[src/asf_pkg.sv]
package asf_pkg;
   localparam int ASF_WORD_W = 32;
   localparam int ASF_NUM_EXC = 6;
   localparam int ASF_FLAG_W = 4;
   // Flag positions in the status write word
   localparam int ASF_FLAG_V = 3;
   localparam int ASF_FLAG_N = 2;
   localparam int ASF_FLAG_Z = 1;
   localparam int ASF_FLAG_C = 0;
   // Floating-point exception positions
   localparam int ASF_EXC_DZ = 0;
   localparam int ASF_EXC_X = 1;
   localparam int ASF_EXC_U = 2;
   localparam int ASF_EXC_V = 3;
   localparam int ASF_EXC_R = 4;
   localparam int ASF_EXC_N = 5;
   // Values after reset
   localparam logic ASF_FLAG_RST = 1'b0;
   localparam logic [ASF_WORD_W-1:0] ASF_WORD_RST = 32'h0000_0000;
   localparam logic [ASF_NUM_EXC-1:0] ASF_EXC_RST = 6'h00;

   typedef enum logic [1:0] {
      ASF_OP_NONE,
      ASF_OP_ARITH,
      ASF_OP_LOGIC,
      ASF_OP_PRODUCT
   } asf_op_e;

   typedef enum logic [1:0] {
      ASF_RANGE_NONE,
      ASF_RANGE_SIGNED,
      ASF_RANGE_UNSIGNED
   } asf_range_e;
endpackage

[src/asf_fp_detect.sv]
`timescale 1ns/1ps
module asf_fp_detect (
   input wire logic fp_valid,
   input wire logic fp_is_divide,
   input wire logic fp_divisor_zero,
   input wire logic fp_dividend_finite_nonzero,
   input wire logic fp_inexact,
   input wire logic fp_too_small,
   input wire logic fp_too_large,
   input wire logic fp_reserved_input,
   input wire logic fp_reserved_result,
   input wire logic fp_indeterminate,
   output logic [asf_pkg::ASF_NUM_EXC-1:0] exc
);
   import asf_pkg::*;

   wire dz_hit = fp_is_divide & fp_divisor_zero & fp_dividend_finite_nonzero;
   wire res_hit = fp_reserved_input | fp_reserved_result;

   assign exc[ASF_EXC_DZ] = fp_valid & dz_hit;
   assign exc[ASF_EXC_X] = fp_valid & fp_inexact;
   assign exc[ASF_EXC_U] = fp_valid & fp_too_small;
   assign exc[ASF_EXC_V] = fp_valid & fp_too_large;
   assign exc[ASF_EXC_R] = fp_valid & res_hit;
   assign exc[ASF_EXC_N] = fp_valid & fp_indeterminate;
endmodule

[src/asf_fp_flag_bit.sv]
`timescale 1ns/1ps
module asf_fp_flag_bit (
   input wire logic sys_clk,
   input wire logic reset,
   input wire logic detect,
   input wire logic masked,
   input wire logic trap_taken,
   input wire logic sw_clear,
   output logic trap_flag,
   output logic sticky_flag
);
   import asf_pkg::*;

   // Set beats a software clear in the same cycle
   wire next_sticky = (detect & masked) | (sticky_flag & ~sw_clear);
   // A taken trap rewrites every trap bit, set or cleared
   wire next_trap = trap_taken ? detect : trap_flag;

   always_ff @(posedge sys_clk or posedge reset) begin
      if (reset) begin
         sticky_flag <= ASF_FLAG_RST;
         trap_flag <= ASF_FLAG_RST;
      end else begin
         sticky_flag <= next_sticky;
         trap_flag <= next_trap;
      end
   end
endmodule

[src/asf_status_unit.sv]
`timescale 1ns/1ps
module asf_status_unit #(
   parameter int WIDTH = asf_pkg::ASF_WORD_W,
   parameter int NUM_EXC = asf_pkg::ASF_NUM_EXC
) (
   input wire logic sys_clk,
   input wire logic reset,
   input wire logic exec_valid,
   input asf_pkg::asf_op_e op_class,
   input wire logic [WIDTH-1:0] operand_a,
   input wire logic [WIDTH-1:0] operand_b,
   input wire logic subtract,
   input wire logic ones_complement,
   input wire logic use_carry_in,
   input wire logic divide_step,
   input wire logic step_shift,
   input wire logic shift_in,
   input asf_pkg::asf_range_e range_check,
   input wire logic [WIDTH-1:0] instr_pc,
   input wire logic [WIDTH-1:0] logic_result,
   input wire logic product_overflow,
   input wire logic product_overflow_trap_disable,
   input wire logic status_freeze_bit,
   input wire logic mts_write,
   input wire logic [asf_pkg::ASF_FLAG_W-1:0] mts_data,
   input wire logic fp_valid,
   input wire logic fp_is_divide,
   input wire logic fp_divisor_zero,
   input wire logic fp_dividend_finite_nonzero,
   input wire logic fp_inexact,
   input wire logic fp_too_small,
   input wire logic fp_too_large,
   input wire logic fp_reserved_input,
   input wire logic fp_reserved_result,
   input wire logic fp_indeterminate,
   input wire logic [NUM_EXC-1:0] fp_mask,
   input wire logic [NUM_EXC-1:0] sticky_clear,
   output logic overflow_flag,
   output logic negative_flag,
   output logic zero_flag,
   output logic carry_flag,
   output logic [WIDTH-1:0] result_word,
   output logic result_valid,
   output logic range_trap,
   output logic [WIDTH-1:0] trap_pc,
   output logic fp_trap,
   output logic [NUM_EXC-1:0] trap_flags,
   output logic [NUM_EXC-1:0] sticky_flags
);
   import asf_pkg::*;

   // Operation decode
   wire is_arith = exec_valid & (op_class == ASF_OP_ARITH);
   wire is_logic = exec_valid & (op_class == ASF_OP_LOGIC);
   wire is_product = exec_valid & (op_class == ASF_OP_PRODUCT);
   wire arith_go = is_arith & ~status_freeze_bit & ~mts_write;
   wire logic_go = is_logic & ~status_freeze_bit & ~mts_write;

   // Divide step adds or subtracts by sign of the partial remainder
   wire sub_eff = divide_step ? ~negative_flag : subtract;
   wire [WIDTH-1:0] b_eff = sub_eff ? ~operand_b : operand_b;
   // One's-complement subtract leaves carry in at zero
   wire cin = use_carry_in ? carry_flag : (sub_eff & ~ones_complement);
   wire [WIDTH:0] sum_full = {1'b0, operand_a} + {1'b0, b_eff} + {{WIDTH{1'b0}}, cin};
   wire [WIDTH-1:0] sum = sum_full[WIDTH-1:0];
   wire carry_out = sum_full[WIDTH];
   wire carry_into_top = operand_a[WIDTH-1] ^ b_eff[WIDTH-1] ^ sum[WIDTH-1];
   wire ovf = carry_into_top ^ carry_out;
   wire [WIDTH-1:0] written = step_shift ? {sum[WIDTH-2:0], shift_in} : sum;
   wire written_zero = (written == {WIDTH{1'b0}});
   wire logic_zero = (logic_result == {WIDTH{1'b0}});

   // Out-of-range detection; flags carry the cause only for arith ops not frozen or overridden by a status write
   wire unsigned_bad = sub_eff ? ~carry_out : carry_out;
   wire arith_trap = is_arith & ((range_check == ASF_RANGE_SIGNED) & ovf |
                                 (range_check == ASF_RANGE_UNSIGNED) & unsigned_bad);
   wire product_trap = is_product & product_overflow & ~product_overflow_trap_disable;
   wire next_range_trap = arith_trap | product_trap;

   // Flag next values; freeze and special writes are resolved here
   wire next_v = mts_write ? mts_data[ASF_FLAG_V] : (arith_go ? ovf : overflow_flag);
   wire next_n = mts_write ? mts_data[ASF_FLAG_N] :
                 arith_go ? sum[WIDTH-1] : (logic_go ? logic_result[WIDTH-1] : negative_flag);
   wire next_z = mts_write ? mts_data[ASF_FLAG_Z] :
                 arith_go ? written_zero : (logic_go ? logic_zero : zero_flag);
   wire next_c = mts_write ? mts_data[ASF_FLAG_C] : (arith_go ? carry_out : carry_flag);
   wire [WIDTH-1:0] next_result = is_arith ? written : logic_result;
   wire next_result_valid = is_arith | is_logic;

   // Flags are exported and read back by divide step and carry-in; no branch path reads them
   // Registered flags: the next instruction reads the new values
   always_ff @(posedge sys_clk or posedge reset) begin
      if (reset) begin
         overflow_flag <= ASF_FLAG_RST;
         negative_flag <= ASF_FLAG_RST;
         zero_flag <= ASF_FLAG_RST;
         carry_flag <= ASF_FLAG_RST;
      end else begin
         overflow_flag <= next_v;
         negative_flag <= next_n;
         zero_flag <= next_z;
         carry_flag <= next_c;
      end
   end

   // Arith result is written even when the op traps; product ops write no result
   always_ff @(posedge sys_clk or posedge reset) begin
      if (reset) begin
         result_word <= ASF_WORD_RST;
         result_valid <= ASF_FLAG_RST;
      end else begin
         result_valid <= next_result_valid;
         if (next_result_valid) begin
            result_word <= next_result;
         end
      end
   end

   always_ff @(posedge sys_clk or posedge reset) begin
      if (reset) begin
         range_trap <= ASF_FLAG_RST;
         trap_pc <= ASF_WORD_RST;
      end else begin
         range_trap <= next_range_trap;
         if (next_range_trap) begin
            trap_pc <= instr_pc;
         end
      end
   end

   // Floating-point exceptions
   logic [NUM_EXC-1:0] exc;

   asf_fp_detect u_detect (
      .fp_valid(fp_valid),
      .fp_is_divide(fp_is_divide),
      .fp_divisor_zero(fp_divisor_zero),
      .fp_dividend_finite_nonzero(fp_dividend_finite_nonzero),
      .fp_inexact(fp_inexact),
      .fp_too_small(fp_too_small),
      .fp_too_large(fp_too_large),
      .fp_reserved_input(fp_reserved_input),
      .fp_reserved_result(fp_reserved_result),
      .fp_indeterminate(fp_indeterminate),
      .exc(exc)
   );

   // Any unmasked exception takes the trap
   wire next_fp_trap = |(exc & ~fp_mask);

   always_ff @(posedge sys_clk or posedge reset) begin
      if (reset) begin
         fp_trap <= ASF_FLAG_RST;
      end else begin
         fp_trap <= next_fp_trap;
      end
   end

   for (genvar i = 0; i < NUM_EXC; i++) begin : g_exc
      asf_fp_flag_bit u_bit (
         .sys_clk(sys_clk),
         .reset(reset),
         .detect(exc[i]),
         .masked(fp_mask[i]),
         .trap_taken(next_fp_trap),
         .sw_clear(sticky_clear[i]),
         .trap_flag(trap_flags[i]),
         .sticky_flag(sticky_flags[i])
      );
   end

   // Plain add kept apart from the datapath so the checks do not reuse it
   wire [WIDTH:0] plain_sum = {1'b0, operand_a} + {1'b0, operand_b};
endmodule

[config.mk]
export PLATFORM = sky130hd
export DESIGN_NAME = asf_status_unit
export DESIGN_NICKNAME = d
export VERILOG_FILES = /design/src/asf_pkg.sv /design/src/asf_fp_detect.sv /design/src/asf_fp_flag_bit.sv /design/src/asf_status_unit.sv
export SDC_FILE = /design/constraint.sdc
export NUM_CORES = 1
export LEC_CHECK = 0
export BUFFER_PORTS_ARGS = -buffer_cell sky130_fd_sc_hd__buf_2
export CAP_MARGIN = 0
export CORE_MARGIN = 10
export CORE_UTILIZATION = 52
export DETAILED_ROUTE_END_ITERATION = 16
export PLACE_DENSITY_LB_ADDON = 0.12
export SYNTH_ARGS = -nofsm -noshare
export SYNTH_HDL_FRONTEND = slang
export SYNTH_SLANG_ARGS = --single-unit
[constraint.sdc]
create_clock -name sys_clk -period 5.48 [get_ports sys_clk]
set_clock_uncertainty 0.1 [all_clocks]
set_input_delay 0.822 -clock sys_clk [delete_from_list [all_inputs] [get_ports sys_clk]]
set_output_delay 0.822 -clock sys_clk [all_outputs]
set_load 0.03 [all_outputs]
Word level (Yosys, flattened, before mapping). Cells that the tools add are included.

Register bits after elaboration: 83. Input port bits: 171. Output and inout bits: 83. Logic and storage cells: 110.

$add $sub $neg: 2. Equality and inequality tests: 5. Mux-type cells: 16. Bitwise logic cells: 61. Reductions and logical operators: 5.

Operators with widths (count): 2-to-1 mux 32 bit (3); logical NOT 32 bit (2); adder 32 x 32 -> 33 bit (1); adder 33 x 1 -> 33 bit (1); bitwise AND 1 bit (33); inverter 32 bit (1); 2-to-1 mux 1 bit (13); inverter 1 bit (12); OR 1 bit (10); bitwise AND 6 bit (1); equality test 2 bit, second input constant (3); inverter 6 bit (1); OR reduction 6 bit (1); equality test 2 x 1 -> 1 bit, second input constant (2); nonzero test 3 bit (1); XOR 1 bit (3); nonzero test 2 bit (1).

Longest topological paths before layout. Gate-level depths: netlist (run 1).

Depth after elaboration: 11. Mapped depth: 18. Gate-level depth less buffers: 16.

Cells and area by module. A second synthesis (run 1) with hierarchy kept.

Cell total of the unflattened synthesis: 687. Area, all modules: 6312.3 um^2.

Modules (own cells, without submodules): asf_status_unit (times used 1, cells each 639, area an instance 5778.0 um^2); asf_fp_flag_bit (times used 6, cells each 7, area an instance 81.3 um^2); asf_fp_detect (times used 1, cells each 6, area an instance 46.3 um^2).

Worst setup path before layout (run 1). No wires, ideal clock.

Path type: in2reg. Start: input port divide_step. End: register trap_pc[3]. Library setup time: 129 ps. Arrival: 4777 ps. Slack: 473 ps. Stages on the path: 17. Path buffers: 2. Path through: mux2i_1 clkbuf_1 xnor2_1 fa_1 inv_1 fa_1 nand2b_1 a211oi_2 o21ai_1 nor4_2 o211ai_1 nand3b_1 o21a_2 mux2_2 buf_2 a31oi_1 nand3_1.

Cells in the longest elaborated chain, start to end: 10.

Ends and longest elaborated chain: start: declaration (RTL line asf_status_unit.sv:15) `input wire logic divide_step,`; 2-to-1 mux 1 bit (*) (RTL line asf_status_unit.sv:60) `wire sub_eff = divide_step ? ~negative_flag : subtract;`; 2-to-1 mux 32 bit / bitwise AND 1 bit (equally long branches) (RTL line asf_status_unit.sv:61, asf_status_unit.sv:63); adder 32 x 32 -> 33 bit / 2-to-1 mux 1 bit (equally long branches) (RTL line asf_status_unit.sv:64, asf_status_unit.sv:63); adder 33 x 1 -> 33 bit (RTL line asf_status_unit.sv:64) `wire [WIDTH:0] sum_full = {1'b0, operand_a} + {1'b0, b_eff} + {{WIDTH{1'b0}}, cin};`; XOR 1 bit / inverter 1 bit (equally long branches) (RTL line asf_status_unit.sv:67, asf_status_unit.sv:74); XOR 1 bit / 2-to-1 mux 1 bit (equally long branches) (RTL line asf_status_unit.sv:68, asf_status_unit.sv:74); bitwise AND 1 bit, on equally long branches (RTL line asf_status_unit.sv:75, asf_status_unit.sv:76); OR 1 bit (*) (RTL line asf_status_unit.sv:75) `wire arith_trap = is_arith & ((range_check == ASF_RANGE_SIGNED) & ovf |`; bitwise AND 1 bit (*) (RTL line asf_status_unit.sv:75); OR 1 bit (*) (RTL line asf_status_unit.sv:78) `wire next_range_trap = arith_trap | product_trap;`; end signal: assignment (RTL line asf_status_unit.sv:126) `trap_pc <= instr_pc;`; end: declaration (RTL line asf_status_unit.sv:45) `output logic [WIDTH-1:0] trap_pc,`.

Every way passes the cells marked *; elsewhere a longest branch is shown, timed or not. A chain may end at the register's enable or synchronous reset.

Worst setup path after layout (run 1).
Start: input port divide_step. End: register trap_pc[25].

The elaborated chain is that of the path after synthesis.

==> flow_metrics.tcl, run 1 <==
set metrics [dict create \
    multi_input_area_um2 4728 \
    fin_ws_ns 0.7710 \
    fin_crit_sh_pct 85.93 \
    start_util_pct 52.58 \
    avgRoutedWirePerCell_um 19.15 \
    synthFlopType "dfrtp_1" \
    end_kind "register" \
    area_growth_pct 22.03 \
    critical_path_class "input pin to register" \
    vias 7943 \
    critPathRequiredTime_ns 5.59 \
    htree_levels 3 \
    setup_tns_ns 0 \
    synth-seq-cells 83 \
    grt_antenna_before_repair 5 \
    ys_types 63 \
    chipWidth_um 138.0 \
    port_buffers 253 \
    rr_endpoint "trap_pc[25]$_DFFE_PP0P_" \
    clk_latency_ns 0.33 \
    synth_area_leader_cell "dfrtp_1" \
    tritoncts "yes" \
    place_congestion 0.8865 \
    yosysSeqAreaShare_pct 28.68 \
    synth.most_common_cell "nand2_1" \
    nFillCells 1305 \
    synth_area_um2 7242 \
    slew_violations 0 \
    die_h_um 138.0 \
    cp.arrival_ns 4.82 \
    fin_crit_ns 4.709 \
    synth_nets 1141 \
    gr-total-overflow 0 \
    numCtsBuffers 9 \
    cp-start-kind "input pin" \
    cts_max_path_buffers 2 \
    whs_path_depth 2 \
    final_nets 1338 \
    grt_pass1_wl_um 39910 \
    synth_edf_count 0 \
    drt-pass1-iter-count 5 \
    cts_sinks 83 \
    yosys.area.top_type_share_pct 28.68 \
    synth_common_cells "nand2_1, dfrtp_1, nand3_1" \
    grt_max_degree 56 \
    timing.hold.worst.class "register to register" \
    synthCells 937 \
    drc_errors 0 \
    grt_pass1_vias 7487 \
    preCtsSetupSlack_ns 0.4575 \
    cp_max_fo 33 \
    std_cell_rows 43 \
    dp_hpwl_um 19420 \
    cts_resized 0 \
    hold_viol_final 0 \
    vias_per_cell 6.008 \
    wl_um 25320 \
    syn_area_per_cell_um2 7.729 \
    worstRegToRegCells 15 \
    initialDrtViolationCount 721 \
    drv_cap 0 \
    power.density_nw_per_um2 354.6 \
    drive_gt1_share_pct 26.69 \
    placed_cells 1303 \
    grt_setup_unrepaired "false" \
    maxClockFrequency_mhz 212.4 \
    coreArea_um2 13770 \
    clkTransAtPathRegs_ns 0.06 \
    r2r_slack_ns 0.97 \
    cts_setup_buffers 0 \
    grt_usage_pct 24.77 \
    power.total_mw 3.134 \
    r2r-start "negative_flag$_DFFE_PP0P_" \
    min-delay-start "g_exc[1].u_bit.trap_flag$_DFFE_PP0P_" \
    worstHoldEndpoint "g_exc[1].u_bit.trap_flag$_DFFE_PP0P_" \
    synth-async-reset-ratio_pct 100.0 \
    synth_area_leaders "dfrtp_1, nand2_1, xnor2_1, ha_1, nand3_1" \
    ys_warn_count 0 \
    setup_viol 0 \
    ios 254 \
    dieArea_um2 19050 \
    area.sequential_um2 2077 \
    status "finished, final reports clean" \
    finalNonFillerCells 1322 \
    slew_headroom_pct 40.15 \
    ant_nets 0 \
    worstMarginPinSlew_ns 0.8944 \
    hold_buffers 0 \
    peakVddDrop_mv 0.1559 \
    root_buffer "clkbuf_16" \
    leakage_nw 4.111 \
]
through the flow:
step | area [µm²] | utilization (%) | hold WS [ns]
after floorplan | 7242 | - | 0.3506
after global placement | 8526 | 61.90 | 0.3574
after detailed placement | 8526 | 61.90 | 0.3732
after CTS | 8830 | 64.11 | 0.3868
after global routing | 8837 | 64.16 | 0.4184
final | 8837 | 64.16 | 0.3826
critical path, stage by stage:
cell and delay [ns]:
buf_2 0.11, mux2i_4 0.34, buf_4 0.48, xnor2_1 0.12
ha_1 0.44, nand2_1 0.11, o21ai_1 0.20, a211oi_1 0.10
o31ai_1 0.50, nand2_1 0.14, nand3b_1 0.14, o21a_2 0.25
mux2_2 0.64, a31oi_1 0.27, nand3_1 0.10
worst max path at each step:
stage | start | end | slack, ns | cells after the start
after floorplan | divide_step | trap_pc[3]$_DFFE_PP0P_ | 0.47 | 17
after global placement | divide_step | trap_pc[1]$_DFFE_PP0P_ | 0.53 | 15
after detailed placement | divide_step | trap_pc[11]$_DFFE_PP0P_ | 0.46 | 15
after CTS | divide_step | trap_pc[25]$_DFFE_PP0P_ | 0.81 | 15
after global routing | divide_step | trap_pc[24]$_DFFE_PP0P_ | 0.37 | 15
final | divide_step | trap_pc[25]$_DFFE_PP0P_ | 0.77 | 15
cell type report:
class / count / share of cell area, %
Clock buffer: 10 / 2.704
Tap cell: 180 / 2.548
Timing Repair Buffer: 266 / 15.72
Sequential cell: 83 / 23.50
Multi-Input combinational cell: 746 / 53.50
Antenna cell: 3 / 0.08495
Clock inverter: 6 / 0.7362
Inverter: 28 / 1.203
state kept, by name, summed over array words and instances (netlist names):
name and count:
result_word 32, g_exc.u_bit.trap_flag 6, trap_pc 32, g_exc.u_bit.sticky_flag 6
zero_flag 1, fp_trap 1, carry_flag 1, negative_flag 1
overflow_flag 1, range_trap 1, result_valid 1
placed cells by master, fill, tap and decap left out, drive strengths merged, types with 12 or more instances in the layout:
master and instances:
xnor2 50, nand2 166, inv 26, a21oi 34, mux2i 17, dfrtp 83, a31oi 55, a21o 12
o2111ai 33, ha 31, nand3 72, nor4 12, nand4 38, buf 266, o21ai 45, a211oi 17
nor2 47
cell families after synthesis:
group                    synth area share, %
AND/OR/NAND/NOR                        24.31
AO/OA/AOI/OAI                          24.40
buffers and inverters                  6.427
flip-flops                             28.68
XOR/XNOR                               7.464
adder cells (fa/ha/maj)                5.909
multiplexers                           2.816
metal layers:
metal  GRT usage [%]  part of all wire, %  vias up
li1                -                    -     3836
met1           31.15                   41     3698
met2           41.04                   48      365
met3           5.377                  8.3       42
met4           8.435                  2.4        2
met5               0                0.047        -
where the power goes:
group / switching (mW) / internal [mW] / leakage, nW
combinational: 1.10 / 0.574 / 3.01
clock: 0.250 / 0.365 / 0.148
sequential: 0.0982 / 0.747 / 0.948
Note: power is estimated with default switching activity, not from simulation.
==> inputs of run 2 (changes only) <==
--- a/config.mk
+++ b/config.mk
@@ -8,7 +8,7 @@
 export BUFFER_PORTS_ARGS = -buffer_cell sky130_fd_sc_hd__buf_2
 export CAP_MARGIN = 0
 export CORE_MARGIN = 10
-export CORE_UTILIZATION = 52
+export CORE_UTILIZATION = 47
 export DETAILED_ROUTE_END_ITERATION = 16
 export PLACE_DENSITY_LB_ADDON = 0.12
 export SYNTH_ARGS = -nofsm -noshare
==> constraint.sdc (replaced) <==
create_clock -name sys_clk -period 4 [get_ports sys_clk]
set_clock_uncertainty 0.1 [all_clocks]
set_input_delay 0.6 -clock sys_clk [delete_from_list [all_inputs] [get_ports sys_clk]]
set_output_delay 0.6 -clock sys_clk [all_outputs]
set_load 0.03 [all_outputs]
==> run 2 against run 1 <==
Net effect: sequential share of layout area down 3.7 points; combinational power up 84%; worst hold slack worse by 0.15 ns; sequential cell count unchanged; count of clock-buffer cells in the layout down 1; register-to-register slack worse by 0.92 ns; die area up 9.1%.
==> flow_metrics.tcl, run 2 (synthesis results as in run 1) <==
set metrics [dict create \
    status "finished, final reports clean" \
    fin_area_um2 10480 \
    root_buffer "clkbuf_16" \
    numCtsBuffers 9 \
    grt_pass1_vias 7912 \
    cp-start-kind "input pin" \
    clk_latency_ns 0.33 \
    peakVddDrop_mv 0.2345 \
    postPlaceCellArea_um2 9623 \
    worstPathCellList "buf_2, mux2i_4, buf_12, xnor2_4, fa_2, buf_6, a211oi_4, o211ai_1, a31oi_2, a211oi_4, nand3b_1, a221oi_4, buf_6, xor2_4, buf_12, clkbuf_16, o2111ai_2, nand3_1" \
    crit_family "compound AO/OA/AOI/OAI gates" \
    dieArea_um2 20770 \
    die_h_um 144.1 \
    final_common_cell "buf_2" \
    ios 254 \
    std_cell_rows 45 \
    drc_errors 0 \
    vias 8436 \
    max_stage_delay_ns 0.39 \
    fin_crit_ns 3.975 \
    antenna_cells 0 \
    final_nets 1486 \
    clkTransAtPathRegs_ns 0.07 \
    cp_max_fo 8 \
    power.density_nw_per_um2 492.0 \
    cts_sinks 83 \
    cp_slowest_cell "a221oi_4" \
    hold_viol_final 0 \
    coreArea_um2 15150 \
    drt-pass1-iter-count 8 \
    grt_setup_unrepaired "true" \
    drive_gt1_share_pct 38.31 \
    nFillCells 1275 \
    grt_usage_pct 23.67 \
    gr-total-overflow 0 \
    slew_violations 0 \
    whs_ns 0.2301 \
    worstRegToRegCells 18 \
    critical_path_class "input pin to register" \
    finalNonFillerCells 1475 \
    hold_buffers 0 \
    maxClockFrequency_mhz 251.6 \
    ant_nets 0 \
    setup_viol 0 \
    tritoncts "yes" \
    chipWidth_um 144.1 \
    port_buffers 253 \
    wl_um 27100 \
    layout_common_cells "buf_2, nand2_1, buf_4, dfrtp_1, nand3_1" \
    grt_max_degree 49 \
    grt_pass1_wl_um 40110 \
    area.sequential_um2 2077 \
    place_congestion 0.9434 \
    top_regs "result_word (32), trap_pc (32)" \
    end_kind "register" \
    vias_per_cell 5.719 \
    cp.arrival_ns 4.09 \
    crit_cells 18 \
    path_buf_inv 6 \
    placed_cells 1440 \
    multi_input_area_um2 5106 \
    start_util_pct 47.81 \
    critPathRequiredTime_ns 4.12 \
    initialDrtViolationCount 691 \
    leakage_nw 4.972 \
    worstMarginPinSlew_ns 0.7957 \
    cts_max_path_buffers 2 \
    fin_crit_sh_pct 99.36 \
    drv_cap 0 \
    grt_antenna_before_repair 0 \
    avgRoutedWirePerCell_um 18.37 \
    slew_headroom_pct 46.84 \
    area_growth_pct 44.71 \
    dp_hpwl_um 20590 \
    timing.hold.worst.class "input pin to async pin" \
    htree_levels 3 \
]
run 2: cell types whose count changed in the layout (fill, tap and decap cells not counted), moves of 5 or more:
cell	before	now
buf_12	2	8
buf_4	11	144
buf_6	0	5
o2111ai_1	33	9
o2111ai_2	0	19
o2111ai_4	0	5
run 2: report_power, final:
group | internal [mW] | leakage [nW] | total [mW] | switching, mW
combinational | 1.35 | 3.87 | 3.08 | 1.74
clock | 0.546 | 0.156 | 0.899 | 0.353
sequential | 1.02 | 0.948 | 1.17 | 0.150
run 2: final cells by class:
cell class | instances | area share [%]
Multi-Input combinational cell | 747 | 48.72
Timing Repair Buffer | 413 | 25.18
Sequential cell | 83 | 19.82
Tap cell | 188 | 2.245
Clock buffer | 9 | 2.149
Inverter | 28 | 1.015
Clock inverter | 7 | 0.8715
run 2: final timing paths:
| check | start | endpoint | slack [ns] |
|---|---|---|---|
| worst min register to register | g_exc[1].u_bit.trap_flag$_DFFE_PP0P_ | g_exc[1].u_bit.trap_flag$_DFFE_PP0P_ | 0.37 |
| min in group sys_clk | sticky_clear[2] | g_exc[2].u_bit.sticky_flag$_DFF_PP0_ | 0.34 |
| worst max-delay path | divide_step | trap_pc[27]$_DFFE_PP0P_ | 0.03 |
| worst min-delay path | reset | result_word[18]$_DFFE_PP0P_ | 0.23 |
| worst max register to register | negative_flag$_DFFE_PP0P_ | trap_pc[27]$_DFFE_PP0P_ | 0.05 |
| max in group asynchronous | reset | result_word[28]$_DFFE_PP0P_ | 2.77 |
run 2: per-stage QoR:
stage / power [mW] / utilization, % / worst slack [ns] / TNS [ns]
after floorplan: 2.796 / - / -0.1424 / -4.384
after CTS: 4.809 / 65.70 / 0.01443 / 0
after global placement: 3.869 / 63.54 / -0.2750 / -9.668
after global routing: 5.454 / 69.19 / -0.1534 / -4.163
after detailed placement: 3.905 / 63.54 / -0.3662 / -12.16
final: 5.156 / 69.19 / 0.02542 / 0
run 2: worst register-to-register path, delay by kind of cell (launching register included):
kind / cells / cell delay [ns]
buffers and inverters: 6 / 0.83
AO/OA/AOI/OAI: 6 / 1.44
XOR/XNOR: 2 / 0.15
multiplexers: 1 / 0.24
adder cells (fa/ha/maj): 1 / 0.38
flip-flops: 1 / 0.38
AND/OR/NAND/NOR: 2 / 0.33
run 2: repair_timing:
item | 4_1_cts | 5_1_grt
buffers inserted | 1 | 28
cloned | 0 | 5
endpoints found under the setup margin | 2 | 41
gates resized for setup | 1 | 49
pin swaps | 0 | 57
run 2: per-layer routing:
metal	vias up	share of wire, %	GRT usage, %
met4	0	1.4	5.213
met3	28	7.5	4.559
li1	4124	-	-
met5	-	0	0
met1	3958	40	29.62
met2	326	51	41.21
